$ cat src/btgbr_regs.svh
`ifndef BTGBR_REGS_SVH
`define BTGBR_REGS_SVH

// Opcode fields
`define OPC_TOGGLE 4'h7
`define OPC_BR_OV 8'hE4
`define OPC_BR_Z 8'hE0

// Field positions inside the 16-bit instruction word
`define F_OPC_HI 15
`define F_OPC_LO 12
`define F_BIT_HI 11
`define F_BIT_LO 9
`define F_ACC 8
`define F_ADDR_HI 7
`define F_ADDR_LO 0
`define F_UBYTE_HI 15
`define F_UBYTE_LO 8

// Access bank and indexed literal offset limits
`define ACC_LOW_LIMIT 8'h5F
`define ACC_HIGH_BANK 4'hF

// Quarter-cycle codes
`define Q1 2'h0
`define Q2 2'h1
`define Q3 2'h2
`define Q4 2'h3

// Reset values
`define DATA_RST 8'h00
`define INSTR_RST 16'h0000

`endif

$ cat src/btgbr_pkg.sv
package btgbr_pkg;

	// Execution states, one-hot
	typedef enum logic [1:0] {
		ST_RUN = 2'b01,
		ST_KILL = 2'b10
	} exec_state_t;

	// Decoded operation kind
	typedef enum logic [1:0] {
		OP_NONE = 2'h0,
		OP_TOGGLE = 2'h1,
		OP_BR_OV = 2'h2,
		OP_BR_Z = 2'h3
	} op_kind_t;

	// Data memory request toward the core's data memory
	typedef struct packed {
		logic rd;
		logic wr;
		logic [11:0] addr;
		logic [7:0] wdata;
	} mem_req_t;

	// Program counter update toward the fetch path
	typedef struct packed {
		logic load;
		logic flush;
		logic [20:0] target;
	} pc_req_t;

endpackage

$ cat src/q_phase_counter.sv
`include "btgbr_regs.svh"

// Splits the instruction clock into four quarters, Q1 to Q4
module q_phase_counter (
	input wire logic clk_i,
	input wire logic rst_i,
	input wire logic ce_i,
	output logic [1:0] phase_o
);
	logic [1:0] phase_q;
	logic [1:0] phase_d;

	// Wraps Q4 back to Q1; frozen while the enable is low
	always_comb begin
		phase_d = phase_q;
		if (ce_i) begin
			phase_d = phase_q + 2'h1;
		end
	end

	always_ff @(posedge clk_i) begin
		if (rst_i) begin
			phase_q <= `Q1;
		end else begin
			phase_q <= phase_d;
		end
	end

	assign phase_o = phase_q;
endmodule // q_phase_counter

$ cat src/bit_toggle_and_flag_branch_exec.sv
`include "btgbr_regs.svh"

// What this block does
// RULE1: The bit toggle op is one word: opcode 0111, 3-bit bit position, access bit, 8-bit address.
// RULE2: Bit toggle inverts only the chosen bit of the addressed register and touches no flag; the code flips it in the byte read at the previous address.
// RULE3: Access bit 0 selects the access bank, 1 lets the bank select register pick the bank.
// RULE4: Extended set on, access bit 0 and address up to 5Fh use indexed literal offset mode.
// RULE5: Bit toggle takes one cycle: decode Q1, read Q2, process Q3, write back Q4; the Q2 read goes out while MEM_ADDR_O still holds the previous address.
// RULE6: Branch on overflow is one word with upper byte E4h and a signed 8-bit offset.
// RULE7: With overflow set, the PC becomes the incremented address plus twice the offset.
// RULE8: The doubled offset is added to the already incremented PC, not the branch address.
// RULE9: A taken branch writes the PC in Q4 and then spends one whole cycle doing nothing.
// RULE10: An untaken branch takes one cycle and leaves the PC alone in Q4.
// RULE11: Branch on zero is one word with upper byte E0h and a signed 8-bit offset.
// RULE12: With the zero flag set, branch on zero jumps; otherwise it falls through.
// RULE13: Neither branch changes a flag, and the cycle after a taken branch drops the prefetch.
module bit_toggle_and_flag_branch_exec #(
	parameter int PC_W = 21,
	parameter int BANK_W = 4,
	parameter int ADDR_W = 12
) (
	input wire logic MCLK_I,
	input wire logic RST_I,
	input wire logic CE_I,
	input wire logic [15:0] INSTR_I,
	input wire logic [PC_W-1:0] PC_I,
	input wire logic OV_FLAG_I,
	input wire logic Z_FLAG_I,
	input wire logic EXT_SET_EN_I,
	input wire logic [BANK_W-1:0] BANK_SELECT_REGISTER_I,
	input wire logic [ADDR_W-1:0] INDEX_BASE_I,
	input wire logic [7:0] MEM_RDATA_I,
	output logic [1:0] Q_PHASE_O,
	output logic MEM_RD_O,
	output logic MEM_WR_O,
	output logic [ADDR_W-1:0] MEM_ADDR_O,
	output logic [7:0] MEM_WDATA_O,
	output logic PC_LOAD_O,
	output logic [PC_W-1:0] PC_TARGET_O,
	output logic FLUSH_O
);
	// The structs carry fixed widths, so the parameters may not stray from them
	if (PC_W != 21 || ADDR_W != 12 || BANK_W + 8 != ADDR_W) begin : g_bad_width
		$error("Unsupported width parameters");
	end

	logic [1:0] phase;
	logic [1:0] phase_q;
	logic [1:0] phase_d;
	btgbr_pkg::exec_state_t state_q;
	btgbr_pkg::exec_state_t state_d;
	btgbr_pkg::op_kind_t op_q;
	btgbr_pkg::op_kind_t op_d;
	logic [15:0] instr_q;
	logic [15:0] instr_d;
	logic [7:0] data_q;
	logic [7:0] data_d;
	logic taken_q;
	logic taken_d;
	btgbr_pkg::mem_req_t mem_q;
	btgbr_pkg::mem_req_t mem_d;
	btgbr_pkg::pc_req_t pc_q;
	btgbr_pkg::pc_req_t pc_d;
	logic [ADDR_W-1:0] eff_addr;
	logic [7:0] reg_field;
	logic [2:0] bit_field;
	logic [7:0] bit_mask;
	logic [7:0] offs;
	logic [PC_W-1:0] offs2;

	q_phase_counter u_phase (
		.clk_i(MCLK_I),
		.rst_i(RST_I),
		.ce_i(CE_I),
		.phase_o(phase)
	);

	// Field extraction from the latched word
	assign reg_field = instr_q[`F_ADDR_HI:`F_ADDR_LO]; // [RULE1]
	assign bit_field = instr_q[`F_BIT_HI:`F_BIT_LO]; // [RULE1]
	assign offs = instr_q[`F_ADDR_HI:`F_ADDR_LO]; // [RULE6] [RULE11]
	assign bit_mask = 8'h01 << bit_field;

	// Doubled two's complement offset, sign-extended to the PC width
	assign offs2 = {{(PC_W - 9){offs[7]}}, offs, 1'b0}; // [RULE8]

	// Effective data address: indexed, access bank, or banked
	always_comb begin
		if (!instr_q[`F_ACC]) begin
			if (EXT_SET_EN_I && reg_field <= `ACC_LOW_LIMIT) begin
				eff_addr = INDEX_BASE_I + {{(ADDR_W - 8){1'b0}}, reg_field}; // [RULE4]
			end else if (reg_field <= `ACC_LOW_LIMIT) begin
				eff_addr = {{BANK_W{1'b0}}, reg_field}; // [RULE3]
			end else begin
				eff_addr = {`ACC_HIGH_BANK, reg_field}; // [RULE3]
			end
		end else begin
			eff_addr = {BANK_SELECT_REGISTER_I, reg_field}; // [RULE3]
		end
	end

	// Quarter-by-quarter sequencing; all state holds while the enable is low
	always_comb begin
		state_d = state_q;
		op_d = op_q;
		instr_d = instr_q;
		data_d = data_q;
		taken_d = taken_q;
		mem_d = mem_q;
		pc_d = pc_q;
		if (CE_I) begin
			case (phase)
				`Q1: begin
					// Decode; during the dead cycle the prefetched word is ignored
					mem_d.wr = 1'b0;
					pc_d.load = 1'b0;
					if (state_q == btgbr_pkg::ST_KILL) begin
						op_d = btgbr_pkg::OP_NONE; // [RULE9] [RULE13]
						instr_d = `INSTR_RST;
					end else begin
						instr_d = INSTR_I;
						if (INSTR_I[`F_OPC_HI:`F_OPC_LO] == `OPC_TOGGLE) begin
							op_d = btgbr_pkg::OP_TOGGLE; // [RULE1]
						end else if (INSTR_I[`F_UBYTE_HI:`F_UBYTE_LO] == `OPC_BR_OV) begin
							op_d = btgbr_pkg::OP_BR_OV; // [RULE6]
						end else if (INSTR_I[`F_UBYTE_HI:`F_UBYTE_LO] == `OPC_BR_Z) begin
							op_d = btgbr_pkg::OP_BR_Z; // [RULE11]
						end else begin
							op_d = btgbr_pkg::OP_NONE;
						end
					end
					// Read request stands through Q2
					if (state_q != btgbr_pkg::ST_KILL &&
						INSTR_I[`F_OPC_HI:`F_OPC_LO] == `OPC_TOGGLE) begin
						mem_d.rd = 1'b1; // [RULE5]
					end
				end
				`Q2: begin
					// Register read (toggle) or flag sample (branch)
					mem_d.rd = 1'b0;
					if (op_q == btgbr_pkg::OP_TOGGLE) begin
						data_d = MEM_RDATA_I; // [RULE5]
						// Address latched here, so it reaches MEM_ADDR_O from Q3 on, after the read request has dropped, and holds for the write
						mem_d.addr = eff_addr; // [RULE3] [RULE4]
					end
					case (op_q)
						btgbr_pkg::OP_BR_OV: taken_d = OV_FLAG_I; // [RULE7]
						btgbr_pkg::OP_BR_Z: taken_d = Z_FLAG_I; // [RULE12]
						default: taken_d = 1'b0;
					endcase
				end
				`Q3: begin
					// Process data; results are registered to appear in Q4
					if (op_q == btgbr_pkg::OP_TOGGLE) begin
						mem_d.wdata = data_q ^ bit_mask; // [RULE2]
						mem_d.wr = 1'b1; // [RULE5]
					end
					if (taken_q) begin
						pc_d.target = PC_I + offs2; // [RULE7] [RULE8]
						pc_d.load = 1'b1; // [RULE9]
					end else begin
						pc_d.load = 1'b0; // [RULE10]
					end
				end
				`Q4: begin
					// Taken branch makes the next cycle a no-operation
					mem_d.wr = 1'b0;
					pc_d.load = 1'b0;
					if (taken_q) begin
						state_d = btgbr_pkg::ST_KILL; // [RULE9]
						pc_d.flush = 1'b1; // [RULE13]
					end else begin
						state_d = btgbr_pkg::ST_RUN; // [RULE10]
						pc_d.flush = 1'b0;
					end
					taken_d = 1'b0;
				end
				default: begin
					state_d = btgbr_pkg::ST_RUN;
				end
			endcase
		end
	end

	// Reported phase moves only on enabled edges, so it stands still while frozen
	always_comb begin
		phase_d = phase_q;
		if (CE_I) begin
			phase_d = phase;
		end
	end

	always_ff @(posedge MCLK_I) begin
		if (RST_I) begin
			state_q <= btgbr_pkg::ST_RUN;
			op_q <= btgbr_pkg::OP_NONE;
			instr_q <= `INSTR_RST;
			data_q <= `DATA_RST;
			taken_q <= 1'b0;
			mem_q <= '0;
			pc_q <= '0;
			phase_q <= `Q1;
		end else begin
			state_q <= state_d;
			op_q <= op_d;
			instr_q <= instr_d;
			data_q <= data_d;
			taken_q <= taken_d;
			mem_q <= mem_d;
			pc_q <= pc_d;
			phase_q <= phase_d;
		end
	end

	// Status flags are inputs only: this block has no path to change them
	assign Q_PHASE_O = phase_q;
	assign MEM_RD_O = mem_q.rd;
	assign MEM_WR_O = mem_q.wr;
	assign MEM_ADDR_O = mem_q.addr;
	assign MEM_WDATA_O = mem_q.wdata;
	assign PC_LOAD_O = pc_q.load;
	assign PC_TARGET_O = pc_q.target;
	assign FLUSH_O = pc_q.flush;
endmodule // bit_toggle_and_flag_branch_exec

$ cat config.mk
export PLATFORM = sky130hd
export DESIGN_NAME = bit_toggle_and_flag_branch_exec
export DESIGN_NICKNAME = d
export VERILOG_FILES = /design/src/btgbr_pkg.sv /design/src/q_phase_counter.sv /design/src/bit_toggle_and_flag_branch_exec.sv
export VERILOG_INCLUDE_DIRS = /design/src /design/src/src
export SDC_FILE = /design/constraint.sdc
export NUM_CORES = 1
export LEC_CHECK = 0
export BUFFER_PORTS_ARGS = -buffer_cell sky130_fd_sc_hd__buf_2
export CAP_MARGIN = 10
export CORE_MARGIN = 2
export CORE_UTILIZATION = 55
export CTS_BUF_LIST = sky130_fd_sc_hd__clkbuf_4 sky130_fd_sc_hd__clkbuf_8
export DETAILED_ROUTE_END_ITERATION = 7
export GPL_ROUTABILITY_DRIVEN = 0
export PLACE_DENSITY = 0.83
export SYNTH_ARGS = -nofsm -noshare
export SYNTH_HDL_FRONTEND = slang
export SYNTH_SLANG_ARGS = --single-unit
$ cat constraint.sdc
create_clock -name MCLK_I -period 2.63 [get_ports MCLK_I]
set_input_delay 0.263 -clock MCLK_I [delete_from_list [all_inputs] [get_ports MCLK_I]]
set_output_delay 0.263 -clock MCLK_I [all_outputs]
set_load 0.03 [all_outputs]
==> impl_metrics.prom, run 1 <==
# TYPE chip_impl_metric gauge
chip_impl_metric{name="final_antenna_net_count",unit=""} 0
chip_impl_metric{name="vias",unit=""} 4448
chip_impl_metric{name="die_x",unit="um"} 93.3
chip_impl_metric{name="grt_antenna_before_repair",unit=""} 0
chip_impl_metric{name="critical-path-max-stage-delay",unit="ns"} 0.47
chip_impl_metric{name="fp.dieArea",unit="um2"} 8700
chip_impl_metric{name="core",unit="um2"} 7730
chip_impl_info{name="critical_path_cell_by_cell",value="ha_1 -> fa_1 -> a211oi_4 -> o21ai_2 -> and3_1 -> or3_1 -> a31o_1"} 1
chip_impl_info{name="critical_path.reg2reg.startpoint",value="instr_q[0]$_SDFFE_PP0P_"} 1
chip_impl_info{name="crit_path_start",value="instr_q[0]$_SDFFE_PP0P_"} 1
chip_impl_metric{name="powerDensity",unit="nW/um2"} 489
chip_impl_metric{name="cts_made_buffers",unit=""} 9
chip_impl_metric{name="first_global_vias",unit=""} 4168
chip_impl_metric{name="period_share",unit="%"} 89.9
chip_impl_info{name="synthFlopType",value="sky130_fd_sc_hd__dfxtp_1"} 1
chip_impl_metric{name="number_of_synthesized_flops_with_an_enable_pin",unit=""} 0
chip_impl_metric{name="timing.final.crit_period",unit="ns"} 2.37
chip_impl_metric{name="grt_first_pass_wirelength",unit="mm"} 19.2
chip_impl_metric{name="placement_rows",unit=""} 32
chip_impl_info{name="endpoint_kind",value="flop"} 1
chip_impl_metric{name="areaGrowthSynthToFinish",unit="%"} 19.0
chip_impl_metric{name="grt_max_degree",unit=""} 35
chip_impl_metric{name="worst_clock_skew",unit="ns"} 0.0133
chip_impl_metric{name="first_pass_iters",unit=""} 5
chip_impl_metric{name="grt_overall_usage",unit="%"} 27.7
chip_impl_info{name="grt_setup_unrepaired",value="no"} 1
chip_impl_metric{name="setup_total_negative_slack",unit="ns"} 0
chip_impl_metric{name="clk_latency",unit="ns"} 0.37
chip_impl_metric{name="required",unit="ns"} 2.89
chip_impl_metric{name="path_depth",unit=""} 7
chip_impl_metric{name="worst_setup_hold_path_clk_slew",unit="ns"} 0.09
chip_impl_metric{name="mappedNetlistNets",unit=""} 645
chip_impl_metric{name="avgSynthCellArea",unit="um2"} 8.04
chip_impl_metric{name="worst_slew_margin_rel",unit="%"} 40.6
chip_impl_metric{name="mappedNetlistArea",unit="um2"} 4380
chip_impl_info{name="run_status",value="finished clean"} 1
chip_impl_metric{name="ys.warnings.count",unit=""} 0
chip_impl_metric{name="cts_max_level",unit=""} 3
chip_impl_info{name="clock_root_buffer_master",value="sky130_fd_sc_hd__clkbuf_8"} 1
chip_impl_metric{name="power.ir.vdd_worst",unit="V"} 0.000230
chip_impl_metric{name="highest_net_fanout_along_the_worst_path",unit=""} 4
chip_impl_metric{name="final_hold_viol_count",unit=""} 0
chip_impl_info{name="cpLargestDelayFamily",value="adder cells"} 1
chip_impl_metric{name="antenna_cells",unit=""} 0
chip_impl_metric{name="postLayoutCoreUtil",unit="%"} 67.5
chip_impl_metric{name="finalWirelength",unit="mm"} 11.9
chip_impl_metric{name="starting_utilization_of_the_core_area",unit="%"} 56.7
chip_impl_metric{name="design.final.nets",unit=""} 751
chip_impl_info{name="crit_path_top_delay_cell",value="sky130_fd_sc_hd__fa_1"} 1
chip_impl_metric{name="worst-slew-pin-transition",unit="ns"} 0.887
chip_impl_metric{name="grt_overflow",unit=""} 0
chip_impl_metric{name="cell_variety_after_synth",unit=""} 62
chip_impl_info{name="tritoncts",value="done"} 1
chip_impl_info{name="layout.cells.most_common_list",value="sky130_fd_sc_hd__buf_2 (113), sky130_fd_sc_hd__dfxtp_1 (73), sky130_fd_sc_hd__nor2_1 (68)"} 1
chip_impl_metric{name="drt-initial-drc-count",unit=""} 325
chip_impl_metric{name="ff2ff_setup_slack",unit="ns"} 0.26
chip_impl_metric{name="cts_repair_resize_count",unit=""} 0
chip_impl_info{name="critPathCapture",value="PC_TARGET_O[11]$_SDFFE_PP0P_"} 1
chip_impl_metric{name="chipHeight",unit="um"} 93.3
chip_impl_metric{name="cp_data_arrival_time",unit="ns"} 2.63
chip_impl_info{name="regToRegEndpoint",value="PC_TARGET_O[11]$_SDFFE_PP0P_"} 1
chip_impl_metric{name="leakagePower",unit="nW"} 2.35
chip_impl_info{name="leading_cell_type_in_the_layout_fill_and_taps_excluded",value="sky130_fd_sc_hd__buf_2"} 1
chip_impl_metric{name="post-dp-hpwl",unit="mm"} 8.77
chip_impl_metric{name="clockBufferDepth",unit=""} 2
chip_impl_info{name="worstHoldPathType",value="primary input to flop"} 1
chip_impl_metric{name="io_pins",unit=""} 114
chip_impl_metric{name="post_cts_setup_buffer_count",unit=""} 0
chip_impl_info{name="worst-setup-path-type",value="flop to flop"} 1
chip_impl_metric{name="timing.final.setup_violations",unit=""} 0
chip_impl_metric{name="avgViaCountPerCell",unit=""} 5.87
chip_impl_metric{name="post_route_cells_drive_above_1_share",unit="%"} 23.3
chip_impl_metric{name="drt_drc_violations_left",unit=""} 0
chip_impl_metric{name="cp.buffers_inverters",unit=""} 0
chip_impl_metric{name="cts_sinks",unit=""} 73
chip_impl_metric{name="cap_viol_max_count",unit=""} 0
chip_impl_metric{name="cts_hold_buf",unit=""} 0
chip_impl_info{name="worst_setup_path_start_kind",value="flop"} 1
chip_impl_metric{name="ys_async_rst_share",unit="%"} 0
chip_impl_metric{name="synth.yosys.seq_area_share",unit="%"} 33.3
chip_impl_metric{name="wire_per_inst",unit="um"} 15.7
chip_impl_metric{name="rr_worst_depth",unit=""} 7
chip_impl_metric{name="number_of_register_bits_inferred_by_synthesis",unit=""} 73
chip_impl_metric{name="final_max_slew_viol_count",unit=""} 0
chip_impl_metric{name="io_buffers",unit=""} 113
chip_impl_metric{name="fmaxAchievable",unit="GHz"} 0.423
chip_impl_metric{name="netlist_instances",unit=""} 545
sequential cells by signal, indices dropped and copies added (netlist names):
name	cells
u_phase.phase_o	2
state_q	2
taken_q	1
PC_LOAD_O	1
instr_q	12
MEM_WDATA_O	8
data_q	8
MEM_RD_O	1
op_q	2
MEM_ADDR_O	12
Q_PHASE_O	2
MEM_WR_O	1
PC_TARGET_O	21
worst min-delay path by stage:
stage	start	end	slack [ns]	cells past startpoint
global placement	MEM_ADDR_O[1]$_SDFFE_PP0P_	MEM_ADDR_O[1]$_SDFFE_PP0P_	0.44	2
detailed placement	PC_TARGET_O[0]$_SDFFE_PP0P_	PC_TARGET_O[0]$_SDFFE_PP0P_	0.45	2
CTS	MEM_RDATA_I[5]	data_q[5]$_SDFFE_PP0P_	0.12	3
global route	MEM_RDATA_I[2]	data_q[2]$_SDFFE_PP0P_	0.13	3
finish	MEM_RDATA_I[5]	data_q[5]$_SDFFE_PP0P_	0.13	3
floorplan	MEM_RDATA_I[0]	data_q[0]$_SDFFE_PP0P_	0.40	2
cell type report:
class,instances,area (um2)
Multi-Input combinational cell,433,2770
Fill cell,634,2510
Sequential cell,73,1460
Timing Repair Buffer,120,618
Tap cell,102,128
Clock buffer,9,124
Clock inverter,7,61.3
Inverter,14,52.6
power by group:
group / internal (mW) / leakage [nW] / switching [mW]
sequential: 1.12 / 0.590 / 0.0346
clock: 0.360 / 0.0888 / 0.484
combinational: 0.224 / 1.67 / 0.326
total: 1.71 / 2.35 / 0.845
per-layer routing:
metal / wire (um) / global-route usage [%] / share of wire (%)
met3: 947 / 4.59 / 8.0
met2: 5540 / 45.7 / 47
met1: 5100 / 35.4 / 43
met4: 320 / 12.9 / 2.7
met5: 0 / 0 / 0
tightest hold or removal path: stages:
cell and delay [ns]:
sky130_fd_sc_hd__buf_2 0.09, sky130_fd_sc_hd__nand2_1 0.05, sky130_fd_sc_hd__a21oi_1 0.05
synth_stat cells (6+ instances only):
library cell	instances	area [um2]
sky130_fd_sc_hd__clkbuf_1	17	63.8
sky130_fd_sc_hd__o211ai_1	8	60.1
sky130_fd_sc_hd__and3_1	12	75.1
sky130_fd_sc_hd__nand2_1	59	221
sky130_fd_sc_hd__a21oi_1	49	245
sky130_fd_sc_hd__a22oi_1	13	97.6
sky130_fd_sc_hd__nor2b_1	7	43.8
sky130_fd_sc_hd__a21o_1	7	52.6
sky130_fd_sc_hd__o21ai_1	9	45.0
sky130_fd_sc_hd__a211oi_1	20	150
sky130_fd_sc_hd__inv_1	14	52.6
sky130_fd_sc_hd__xnor2_1	16	140
sky130_fd_sc_hd__o21ai_0	21	105
sky130_fd_sc_hd__buf_1	6	22.5
sky130_fd_sc_hd__xor2_1	6	52.6
sky130_fd_sc_hd__nand3_1	17	85.1
sky130_fd_sc_hd__nor3_1	17	85.1
sky130_fd_sc_hd__nor2_1	68	255
sky130_fd_sc_hd__ha_1	31	388
sky130_fd_sc_hd__dfxtp_1	73	1460
logic make-up (layout without fill, tap and decap cells):
kind of cell,Yosys count,after routing,synth area share [%]
compound gates,168,168,26.2
xor+xnor,22,22,4.39
fa+ha+maj,33,33,9.76
buf+inv,39,150,3.40
flops,73,73,33.3
mux,6,6,1.43
simple gates,204,204,21.5
stage by stage:
stage          total power, mW  area [um2]  std cells  worst slack (ns)  hold WS [ns]
2_1_floorplan             1.57        4380        545             0.364         0.399
3_3_place_gp              1.70        5030        742             0.296         0.440
3_5_place_dp              1.72        5030        742             0.248         0.447
4_1_cts                   2.55        5220        758             0.264         0.119
5_1_grt                   2.67        5220        758             0.149         0.125
6_report                  2.55        5220        758             0.264         0.127
(Power assumes the default switching activity.)
==> run 2, diff against run 1 <==
--- a/config.mk
+++ b/config.mk
@@ -6,14 +6,17 @@
 export SDC_FILE = /design/constraint.sdc
 export NUM_CORES = 1
 export LEC_CHECK = 0
+export ABC_AREA = 1
 export BUFFER_PORTS_ARGS = -buffer_cell sky130_fd_sc_hd__buf_2
 export CAP_MARGIN = 10
+export CORE_ASPECT_RATIO = 1.75
 export CORE_MARGIN = 2
-export CORE_UTILIZATION = 55
+export CORE_UTILIZATION = 56
 export CTS_BUF_LIST = sky130_fd_sc_hd__clkbuf_4 sky130_fd_sc_hd__clkbuf_8
 export DETAILED_ROUTE_END_ITERATION = 7
 export GPL_ROUTABILITY_DRIVEN = 0
 export PLACE_DENSITY = 0.83
+export SLEW_MARGIN = 20
 export SYNTH_ARGS = -nofsm -noshare
 export SYNTH_HDL_FRONTEND = slang
 export SYNTH_SLANG_ARGS = --single-unit
==> impl_metrics.prom, run 2 <==
# TYPE chip_impl_metric gauge
chip_impl_metric{name="cell_variety_after_synth",unit=""} 39
chip_impl_metric{name="first_global_vias",unit=""} 5100
chip_impl_info{name="netlist_top_cells_count",value="sky130_fd_sc_hd__nand2_1 (184), sky130_fd_sc_hd__inv_1 (97), sky130_fd_sc_hd__nor2_1 (77)"} 1
chip_impl_metric{name="leakagePower",unit="nW"} 3.04
chip_impl_metric{name="grt_overflow",unit=""} 0
chip_impl_metric{name="cts_hold_buf",unit=""} 0
chip_impl_info{name="tritoncts",value="done"} 1
chip_impl_metric{name="global_route.usage.met3",unit="%"} 7.90
chip_impl_metric{name="design.final.nets",unit=""} 932
chip_impl_metric{name="cts_made_buffers",unit=""} 9
chip_impl_metric{name="gr-usage-met1",unit="%"} 32.5
chip_impl_metric{name="timing.final.crit_period",unit="ns"} 2.28
chip_impl_metric{name="worst_slew_margin_rel",unit="%"} 63.6
chip_impl_metric{name="number_of_register_bits_inferred_by_synthesis",unit=""} 73
chip_impl_info{name="regToRegEndpoint",value="PC_TARGET_O[18]$_SDFFE_PP0P_"} 1
chip_impl_metric{name="powerDensity",unit="nW/um2"} 489
chip_impl_metric{name="drt-initial-drc-count",unit=""} 308
chip_impl_metric{name="fp.dieArea",unit="um2"} 9170
chip_impl_metric{name="drt_drc_violations_left",unit=""} 0
chip_impl_metric{name="areaGrowthSynthToFinish",unit="%"} 18.3
chip_impl_metric{name="die_x",unit="um"} 73.3
chip_impl_metric{name="fmaxAchievable",unit="GHz"} 0.439
chip_impl_metric{name="worst_setup_hold_path_clk_slew",unit="ns"} 0.09
chip_impl_metric{name="placement_rows",unit=""} 44
chip_impl_metric{name="synth.yosys.seq_area_share",unit="%"} 31.1
chip_impl_metric{name="netlist_instances",unit=""} 719
chip_impl_info{name="grt_setup_unrepaired",value="no"} 1
chip_impl_metric{name="grt_overall_usage",unit="%"} 32.3
chip_impl_metric{name="final_antenna_net_count",unit=""} 0
chip_impl_metric{name="cts_max_level",unit=""} 3
chip_impl_metric{name="finalWirelength",unit="mm"} 14.3
chip_impl_metric{name="post_cts_setup_buffer_count",unit=""} 0
chip_impl_metric{name="mappedNetlistArea",unit="um2"} 4700
chip_impl_info{name="run_status",value="finished clean"} 1
chip_impl_metric{name="antenna_cells",unit=""} 0
chip_impl_metric{name="cts_repair_resize_count",unit=""} 0
chip_impl_metric{name="avgViaCountPerCell",unit=""} 5.64
chip_impl_info{name="yosys-top-cells-area",value="sky130_fd_sc_hd__dfxtp_1 (31%), sky130_fd_sc_hd__nand2_1 (15%), sky130_fd_sc_hd__ha_1 (8.2%), sky130_fd_sc_hd__inv_1 (7.7%), sky130_fd_sc_hd__a21oi_1 (6.8%)"} 1
chip_impl_metric{name="starting_utilization_of_the_core_area",unit="%"} 57.3
chip_impl_info{name="worst_setup_path_start_kind",value="flop"} 1
chip_impl_metric{name="period_share",unit="%"} 86.6
chip_impl_metric{name="avgSynthCellArea",unit="um2"} 6.54
chip_impl_metric{name="post_route_cells_drive_above_1_share",unit="%"} 17.3
chip_impl_info{name="endpoint_kind",value="flop"} 1
chip_impl_metric{name="post_layout_total_power",unit="mW"} 2.72
chip_impl_metric{name="wire_per_inst",unit="um"} 15.4
chip_impl_info{name="worstHoldPathType",value="primary input to flop"} 1
chip_impl_metric{name="postLayoutCoreUtil",unit="%"} 67.8
chip_impl_metric{name="first_pass_iters",unit=""} 5
chip_impl_info{name="synthFlopType",value="sky130_fd_sc_hd__dfxtp_1"} 1
chip_impl_info{name="layout.cells.most_common_list",value="sky130_fd_sc_hd__nand2_1 (184), sky130_fd_sc_hd__buf_2 (113), sky130_fd_sc_hd__inv_1 (97)"} 1
chip_impl_metric{name="worst_clock_skew",unit="ns"} 0.00984
chip_impl_info{name="worst-setup-path-type",value="flop to flop"} 1
chip_impl_info{name="leading_cell_type_in_the_layout_fill_and_taps_excluded",value="sky130_fd_sc_hd__nand2_1"} 1
chip_impl_metric{name="ff2ff_setup_slack",unit="ns"} 0.35
chip_impl_metric{name="grt_antenna_before_repair",unit=""} 0
chip_impl_metric{name="clockBufferDepth",unit=""} 2
chip_impl_metric{name="core",unit="um2"} 8200
chip_impl_metric{name="power.ir.vdd_worst",unit="V"} 0.000510
chip_impl_metric{name="grt_first_pass_wirelength",unit="mm"} 23.0
chip_impl_metric{name="io_pins",unit=""} 114
chip_impl_metric{name="rr_worst_depth",unit=""} 11
chip_impl_metric{name="hold_ws",unit="ns"} 0.126
chip_impl_metric{name="dp.cells",unit=""} 913
chip_impl_metric{name="clk_latency",unit="ns"} 0.36
chip_impl_info{name="critical_path.reg2reg.startpoint",value="instr_q[7]$_SDFFE_PP0P_"} 1
chip_impl_info{name="global_route.peak_usage_layer",value="met2"} 1
chip_impl_metric{name="final_cell_count_no_fill",unit=""} 929
chip_impl_metric{name="required",unit="ns"} 2.90
chip_impl_metric{name="mappedNetlistNets",unit=""} 819
chip_impl_metric{name="vias",unit=""} 5241
chip_impl_metric{name="setup_total_negative_slack",unit="ns"} 0
chip_impl_metric{name="synth_top_cell_area_share",unit="%"} 31.1
chip_impl_info{name="end_point_of_the_worst_hold_path",value="data_q[5]$_SDFFE_PP0P_"} 1
chip_impl_metric{name="final_max_slew_viol_count",unit=""} 0
chip_impl_metric{name="post-dp-hpwl",unit="mm"} 10.9
chip_impl_metric{name="number_of_synthesized_flops_with_an_enable_pin",unit=""} 0
chip_impl_metric{name="cap_viol_max_count",unit=""} 0
chip_impl_metric{name="ys.warnings.count",unit=""} 0
chip_impl_info{name="clock_root_buffer_master",value="sky130_fd_sc_hd__clkbuf_8"} 1
chip_impl_info{name="hold_path.startpoint",value="MEM_RDATA_I[5]"} 1
chip_impl_metric{name="final_hold_viol_count",unit=""} 0
chip_impl_metric{name="gr-usage-met2",unit="%"} 55.6
chip_impl_metric{name="ys_async_rst_share",unit="%"} 0
chip_impl_info{name="yosysTopAreaCell",value="sky130_fd_sc_hd__dfxtp_1"} 1
chip_impl_metric{name="largest_register_ff_count",unit=""} 21
chip_impl_metric{name="chipHeight",unit="um"} 125
chip_impl_metric{name="grt_max_degree",unit=""} 42
chip_impl_metric{name="min_path_cells",unit=""} 3
chip_impl_metric{name="worst-slew-pin-transition",unit="ns"} 0.542
chip_impl_metric{name="cp_data_arrival_time",unit="ns"} 2.54
chip_impl_metric{name="highest_net_fanout_along_the_worst_path",unit=""} 12
chip_impl_metric{name="io_buffers",unit=""} 113
chip_impl_metric{name="timing.final.setup_violations",unit=""} 0
chip_impl_info{name="synth_most_common_cell",value="sky130_fd_sc_hd__nand2_1"} 1
chip_impl_metric{name="cts_sinks",unit=""} 73
==> run 2: layout make-up <==
class	instances	area, um2
clock inverters	7	103
clock buffers	9	124
repair buffers	119	611
inverters	100	378
multi-input cells	529	2770
fillers	752	2640
well taps	92	115
flip-flops and latches	73	1460
==> run 2: routing by layer <==
metal / vias up / wire [um]
met1: 2370 / 4850
met2: 241 / 7310
met3: 71 / 1150
met5: - / 0
li1: 2559 / -
met4: 0 / 1020
==> run 2: through the flow <==
step                      area (um2)  worst slack (ns)
after floorplan                 4700             0.791
after global placement          5340             0.629
after detailed placement        5340             0.564
after CTS                       5560             0.558
after global routing            5560             0.166
final                           5560             0.353
==> run 2: cell families (layout without fill, tap and decap cells) <==
family / after synthesis / after routing / share of synthesized area (%)
compound gates: 138 / 138 / 16.3
buf+inv: 117 / 235 / 10.0
fa+ha+maj: 33 / 33 / 9.10
flops: 73 / 73 / 31.1
simple gates: 343 / 343 / 30.7
xor+xnor: 15 / 15 / 2.79
==> run 2: worst max-delay path, cell delays in order, from the launching register on <==
cell,delay [ns]
sky130_fd_sc_hd__dfxtp_1,0.38
sky130_fd_sc_hd__buf_4,0.22
sky130_fd_sc_hd__ha_1,0.41
sky130_fd_sc_hd__nand2_1,0.10
sky130_fd_sc_hd__nor2_1,0.41
sky130_fd_sc_hd__nand2_1,0.16
sky130_fd_sc_hd__nor2_1,0.11
sky130_fd_sc_hd__nand2_1,0.07
sky130_fd_sc_hd__nand4_1,0.10
sky130_fd_sc_hd__nand3_1,0.10
sky130_fd_sc_hd__nand2_1,0.08
sky130_fd_sc_hd__inv_1,0.03
==> run 2: report_power, final <==
part / internal (mW) / total, mW / leakage, nW / switching (mW)
clock: 0.546 / 1.01 / 0.116 / 0.468
sequential: 1.13 / 1.15 / 0.591 / 0.0268
combinational: 0.192 / 0.551 / 2.33 / 0.359
==> run 2: worst max-delay path by stage <==
stage	start	to	slack, ns	cells past startpoint
finish	instr_q[7]$_SDFFE_PP0P_	PC_TARGET_O[18]$_SDFFE_PP0P_	0.35	11
global route	instr_q[7]$_SDFFE_PP0P_	PC_TARGET_O[18]$_SDFFE_PP0P_	0.17	12
CTS	instr_q[7]$_SDFFE_PP0P_	PC_TARGET_O[18]$_SDFFE_PP0P_	0.56	11
detailed placement	instr_q[7]$_SDFFE_PP0P_	PC_TARGET_O[18]$_SDFFE_PP0P_	0.56	11
global placement	instr_q[7]$_SDFFE_PP0P_	PC_TARGET_O[20]$_SDFFE_PP0P_	0.63	11
floorplan	instr_q[7]$_SDFFE_PP0P_	PC_TARGET_O[14]$_SDFFE_PP0P_	0.79	11
==> run 3, diff against run 2 <==
--- a/config.mk
+++ b/config.mk
@@ -6,12 +6,11 @@
 export SDC_FILE = /design/constraint.sdc
 export NUM_CORES = 1
 export LEC_CHECK = 0
-export ABC_AREA = 1
 export BUFFER_PORTS_ARGS = -buffer_cell sky130_fd_sc_hd__buf_2
 export CAP_MARGIN = 10
 export CORE_ASPECT_RATIO = 1.75
 export CORE_MARGIN = 2
-export CORE_UTILIZATION = 56
+export CORE_UTILIZATION = 55
 export CTS_BUF_LIST = sky130_fd_sc_hd__clkbuf_4 sky130_fd_sc_hd__clkbuf_8
 export DETAILED_ROUTE_END_ITERATION = 7
 export GPL_ROUTABILITY_DRIVEN = 0
==> impl_metrics.prom, run 3 (synthesized netlist as in run 1, its figures left out) <==
# TYPE chip_impl_metric gauge
chip_impl_metric{name="io_buffers",unit=""} 113
chip_impl_metric{name="design.final.nets",unit=""} 752
chip_impl_metric{name="cp_data_arrival_time",unit="ns"} 2.73
chip_impl_metric{name="drt-initial-drc-count",unit=""} 247
chip_impl_metric{name="highest_net_fanout_along_the_worst_path",unit=""} 13
chip_impl_metric{name="fmaxAchievable",unit="GHz"} 0.401
chip_impl_metric{name="hold_ws",unit="ns"} 0.132
chip_impl_metric{name="avgViaCountPerCell",unit=""} 5.91
chip_impl_metric{name="grt_antenna_before_repair",unit=""} 0
chip_impl_metric{name="dp.cells",unit=""} 731
chip_impl_info{name="worst-setup-path-type",value="flop to flop"} 1
chip_impl_metric{name="final_hold_viol_count",unit=""} 0
chip_impl_metric{name="grt_first_pass_wirelength",unit="mm"} 19.7
chip_impl_metric{name="required",unit="ns"} 2.87
chip_impl_metric{name="worst_slew_margin_rel",unit="%"} 39.2
chip_impl_info{name="grt_setup_unrepaired",value="no"} 1
chip_impl_metric{name="worst_clock_skew",unit="ns"} 0.00990
chip_impl_metric{name="wire_per_inst",unit="um"} 16.3
chip_impl_metric{name="starting_utilization_of_the_core_area",unit="%"} 55.8
chip_impl_metric{name="fillCellCount",unit=""} 649
chip_impl_metric{name="cts_sinks",unit=""} 73
chip_impl_metric{name="first_pass_iters",unit=""} 4
chip_impl_metric{name="placement_rows",unit=""} 43
chip_impl_metric{name="preCtsSetupSlack",unit="ns"} 0.239
chip_impl_metric{name="final_cell_count_no_fill",unit=""} 747
chip_impl_metric{name="clk_latency",unit="ns"} 0.36
chip_impl_info{name="crit_path_top_delay_cell",value="sky130_fd_sc_hd__dfxtp_1"} 1
chip_impl_metric{name="cts_hold_buf",unit=""} 0
chip_impl_info{name="worstHoldPathType",value="primary input to flop"} 1
chip_impl_metric{name="worst_setup_hold_path_clk_slew",unit="ns"} 0.09
chip_impl_metric{name="cap_viol_max_count",unit=""} 0
chip_impl_metric{name="leakagePower",unit="nW"} 2.38
chip_impl_metric{name="worst-slew-pin-transition",unit="ns"} 0.909
chip_impl_metric{name="areaGrowthSynthToFinish",unit="%"} 20.3
chip_impl_metric{name="final_worst_setup_slack",unit="ns"} 0.134
chip_impl_metric{name="timing.final.setup_violations",unit=""} 0
chip_impl_metric{name="multi_input_area",unit="um2"} 2770
chip_impl_metric{name="power.ir.vdd_worst",unit="V"} 0.000519
chip_impl_metric{name="io_pins",unit=""} 114
chip_impl_metric{name="drt_drc_violations_left",unit=""} 0
chip_impl_metric{name="post_route_cells_drive_above_1_share",unit="%"} 23.4
chip_impl_metric{name="antenna_cells",unit=""} 0
chip_impl_metric{name="finalWirelength",unit="mm"} 12.2
chip_impl_metric{name="post_cts_setup_buffer_count",unit=""} 0
chip_impl_metric{name="largest_register_ff_count",unit=""} 21
chip_impl_metric{name="cts_max_level",unit=""} 3
chip_impl_info{name="run_status",value="finished clean"} 1
chip_impl_metric{name="critical-path-max-stage-delay",unit="ns"} 0.69
chip_impl_metric{name="post_dp_cell_area",unit="um2"} 5030
chip_impl_metric{name="clockBufferDepth",unit=""} 2
chip_impl_info{name="worst_setup_path_start_kind",value="flop"} 1
chip_impl_metric{name="vias",unit=""} 4414
chip_impl_info{name="cpLargestDelayFamily",value="compound AO/OA/AOI/OAI gates"} 1
chip_impl_info{name="leading_cell_type_in_the_layout_fill_and_taps_excluded",value="sky130_fd_sc_hd__buf_2"} 1
chip_impl_metric{name="cp.buffers_inverters",unit=""} 0
chip_impl_metric{name="chipHeight",unit="um"} 122
chip_impl_metric{name="fp.dieArea",unit="um2"} 8730
chip_impl_metric{name="die_x",unit="um"} 71.5
chip_impl_metric{name="cts_made_buffers",unit=""} 9
chip_impl_info{name="tritoncts",value="done"} 1
chip_impl_metric{name="register_area",unit="um2"} 1460
chip_impl_metric{name="cts_repair_resize_count",unit=""} 0
chip_impl_metric{name="post-dp-hpwl",unit="mm"} 9.31
chip_impl_metric{name="grt_max_degree",unit=""} 33
chip_impl_metric{name="timing.final.crit_period",unit="ns"} 2.50
chip_impl_metric{name="grt_overall_usage",unit="%"} 28.3
chip_impl_metric{name="period_share",unit="%"} 94.9
chip_impl_metric{name="final_antenna_net_count",unit=""} 0
chip_impl_info{name="endpoint_kind",value="flop"} 1
chip_impl_info{name="clock_root_buffer_master",value="sky130_fd_sc_hd__clkbuf_8"} 1
chip_impl_info{name="critical_path_cell_by_cell",value="ha_1 -> a21oi_1 -> o21bai_1 -> a221oi_1 -> nor2b_1 -> a31oi_1 -> o211ai_1"} 1
chip_impl_metric{name="first_global_vias",unit=""} 4288
chip_impl_info{name="layout.cells.most_common_list",value="sky130_fd_sc_hd__buf_2 (113), sky130_fd_sc_hd__dfxtp_1 (73), sky130_fd_sc_hd__nor2_1 (68)"} 1
chip_impl_metric{name="setup_total_negative_slack",unit="ns"} 0
chip_impl_metric{name="powerDensity",unit="nW/um2"} 535
chip_impl_metric{name="final_max_slew_viol_count",unit=""} 0
chip_impl_metric{name="grt_overflow",unit=""} 0
chip_impl_metric{name="core",unit="um2"} 7860
chip_impl_metric{name="layout.cell_area.non_filler",unit="um2"} 5270
run 3: power by group:
group	switching [mW]	total [mW]	internal, mW	leakage [nW]
clock	0.465	1.10	0.640	0.121
combinational	0.329	0.556	0.227	1.67
sequential	0.0358	1.16	1.12	0.590
total	0.830	2.82	1.99	2.38
run 3: layout make-up:
type | count | share of cell area [%]
multi-input cells | 433 | 52.6
flip-flops and latches | 73 | 27.7
repair buffers | 121 | 11.9
clock buffers | 9 | 2.35
clock inverters | 7 | 2.35
well taps | 90 | 2.14
inverters | 14 | 0.996
run 3: per-layer routing:
metal | track usage, % | vias up | wire, um
met5 | 0 | - | 0
met4 | 13.4 | 0 | 435
met3 | 5.62 | 35 | 709
met2 | 51.9 | 155 | 6270
met1 | 30.3 | 2035 | 4740
li1 | - | 2189 | -
run 3: through the flow:
step	util [%]	total power [mW]
6_report	67.1	2.82
2_1_floorplan	-	1.57
3_5_place_dp	64.0	1.73
5_1_grt	67.1	2.95
3_3_place_gp	64.0	1.71
4_1_cts	67.1	2.83
run 3: worst paths after layout:
path,cells after the start,startpoint,slack [ns],end
min,3,MEM_RDATA_I[2],0.13,data_q[2]$_SDFFE_PP0P_
max,7,instr_q[7]$_SDFFE_PP0P_,0.13,PC_TARGET_O[18]$_SDFFE_PP0P_
min reg2reg,2,PC_TARGET_O[1]$_SDFFE_PP0P_,0.46,PC_TARGET_O[1]$_SDFFE_PP0P_
max reg2reg,7,instr_q[7]$_SDFFE_PP0P_,0.13,PC_TARGET_O[18]$_SDFFE_PP0P_
run 3: worst reg2reg max path: stages (launching register included):
cell and delay, ns:
sky130_fd_sc_hd__dfxtp_1 0.69, sky130_fd_sc_hd__ha_1 0.41, sky130_fd_sc_hd__a21oi_1 0.30, sky130_fd_sc_hd__o21bai_1 0.12, sky130_fd_sc_hd__a221oi_1 0.45, sky130_fd_sc_hd__nor2b_1 0.10
sky130_fd_sc_hd__a31oi_1 0.17, sky130_fd_sc_hd__o211ai_1 0.13
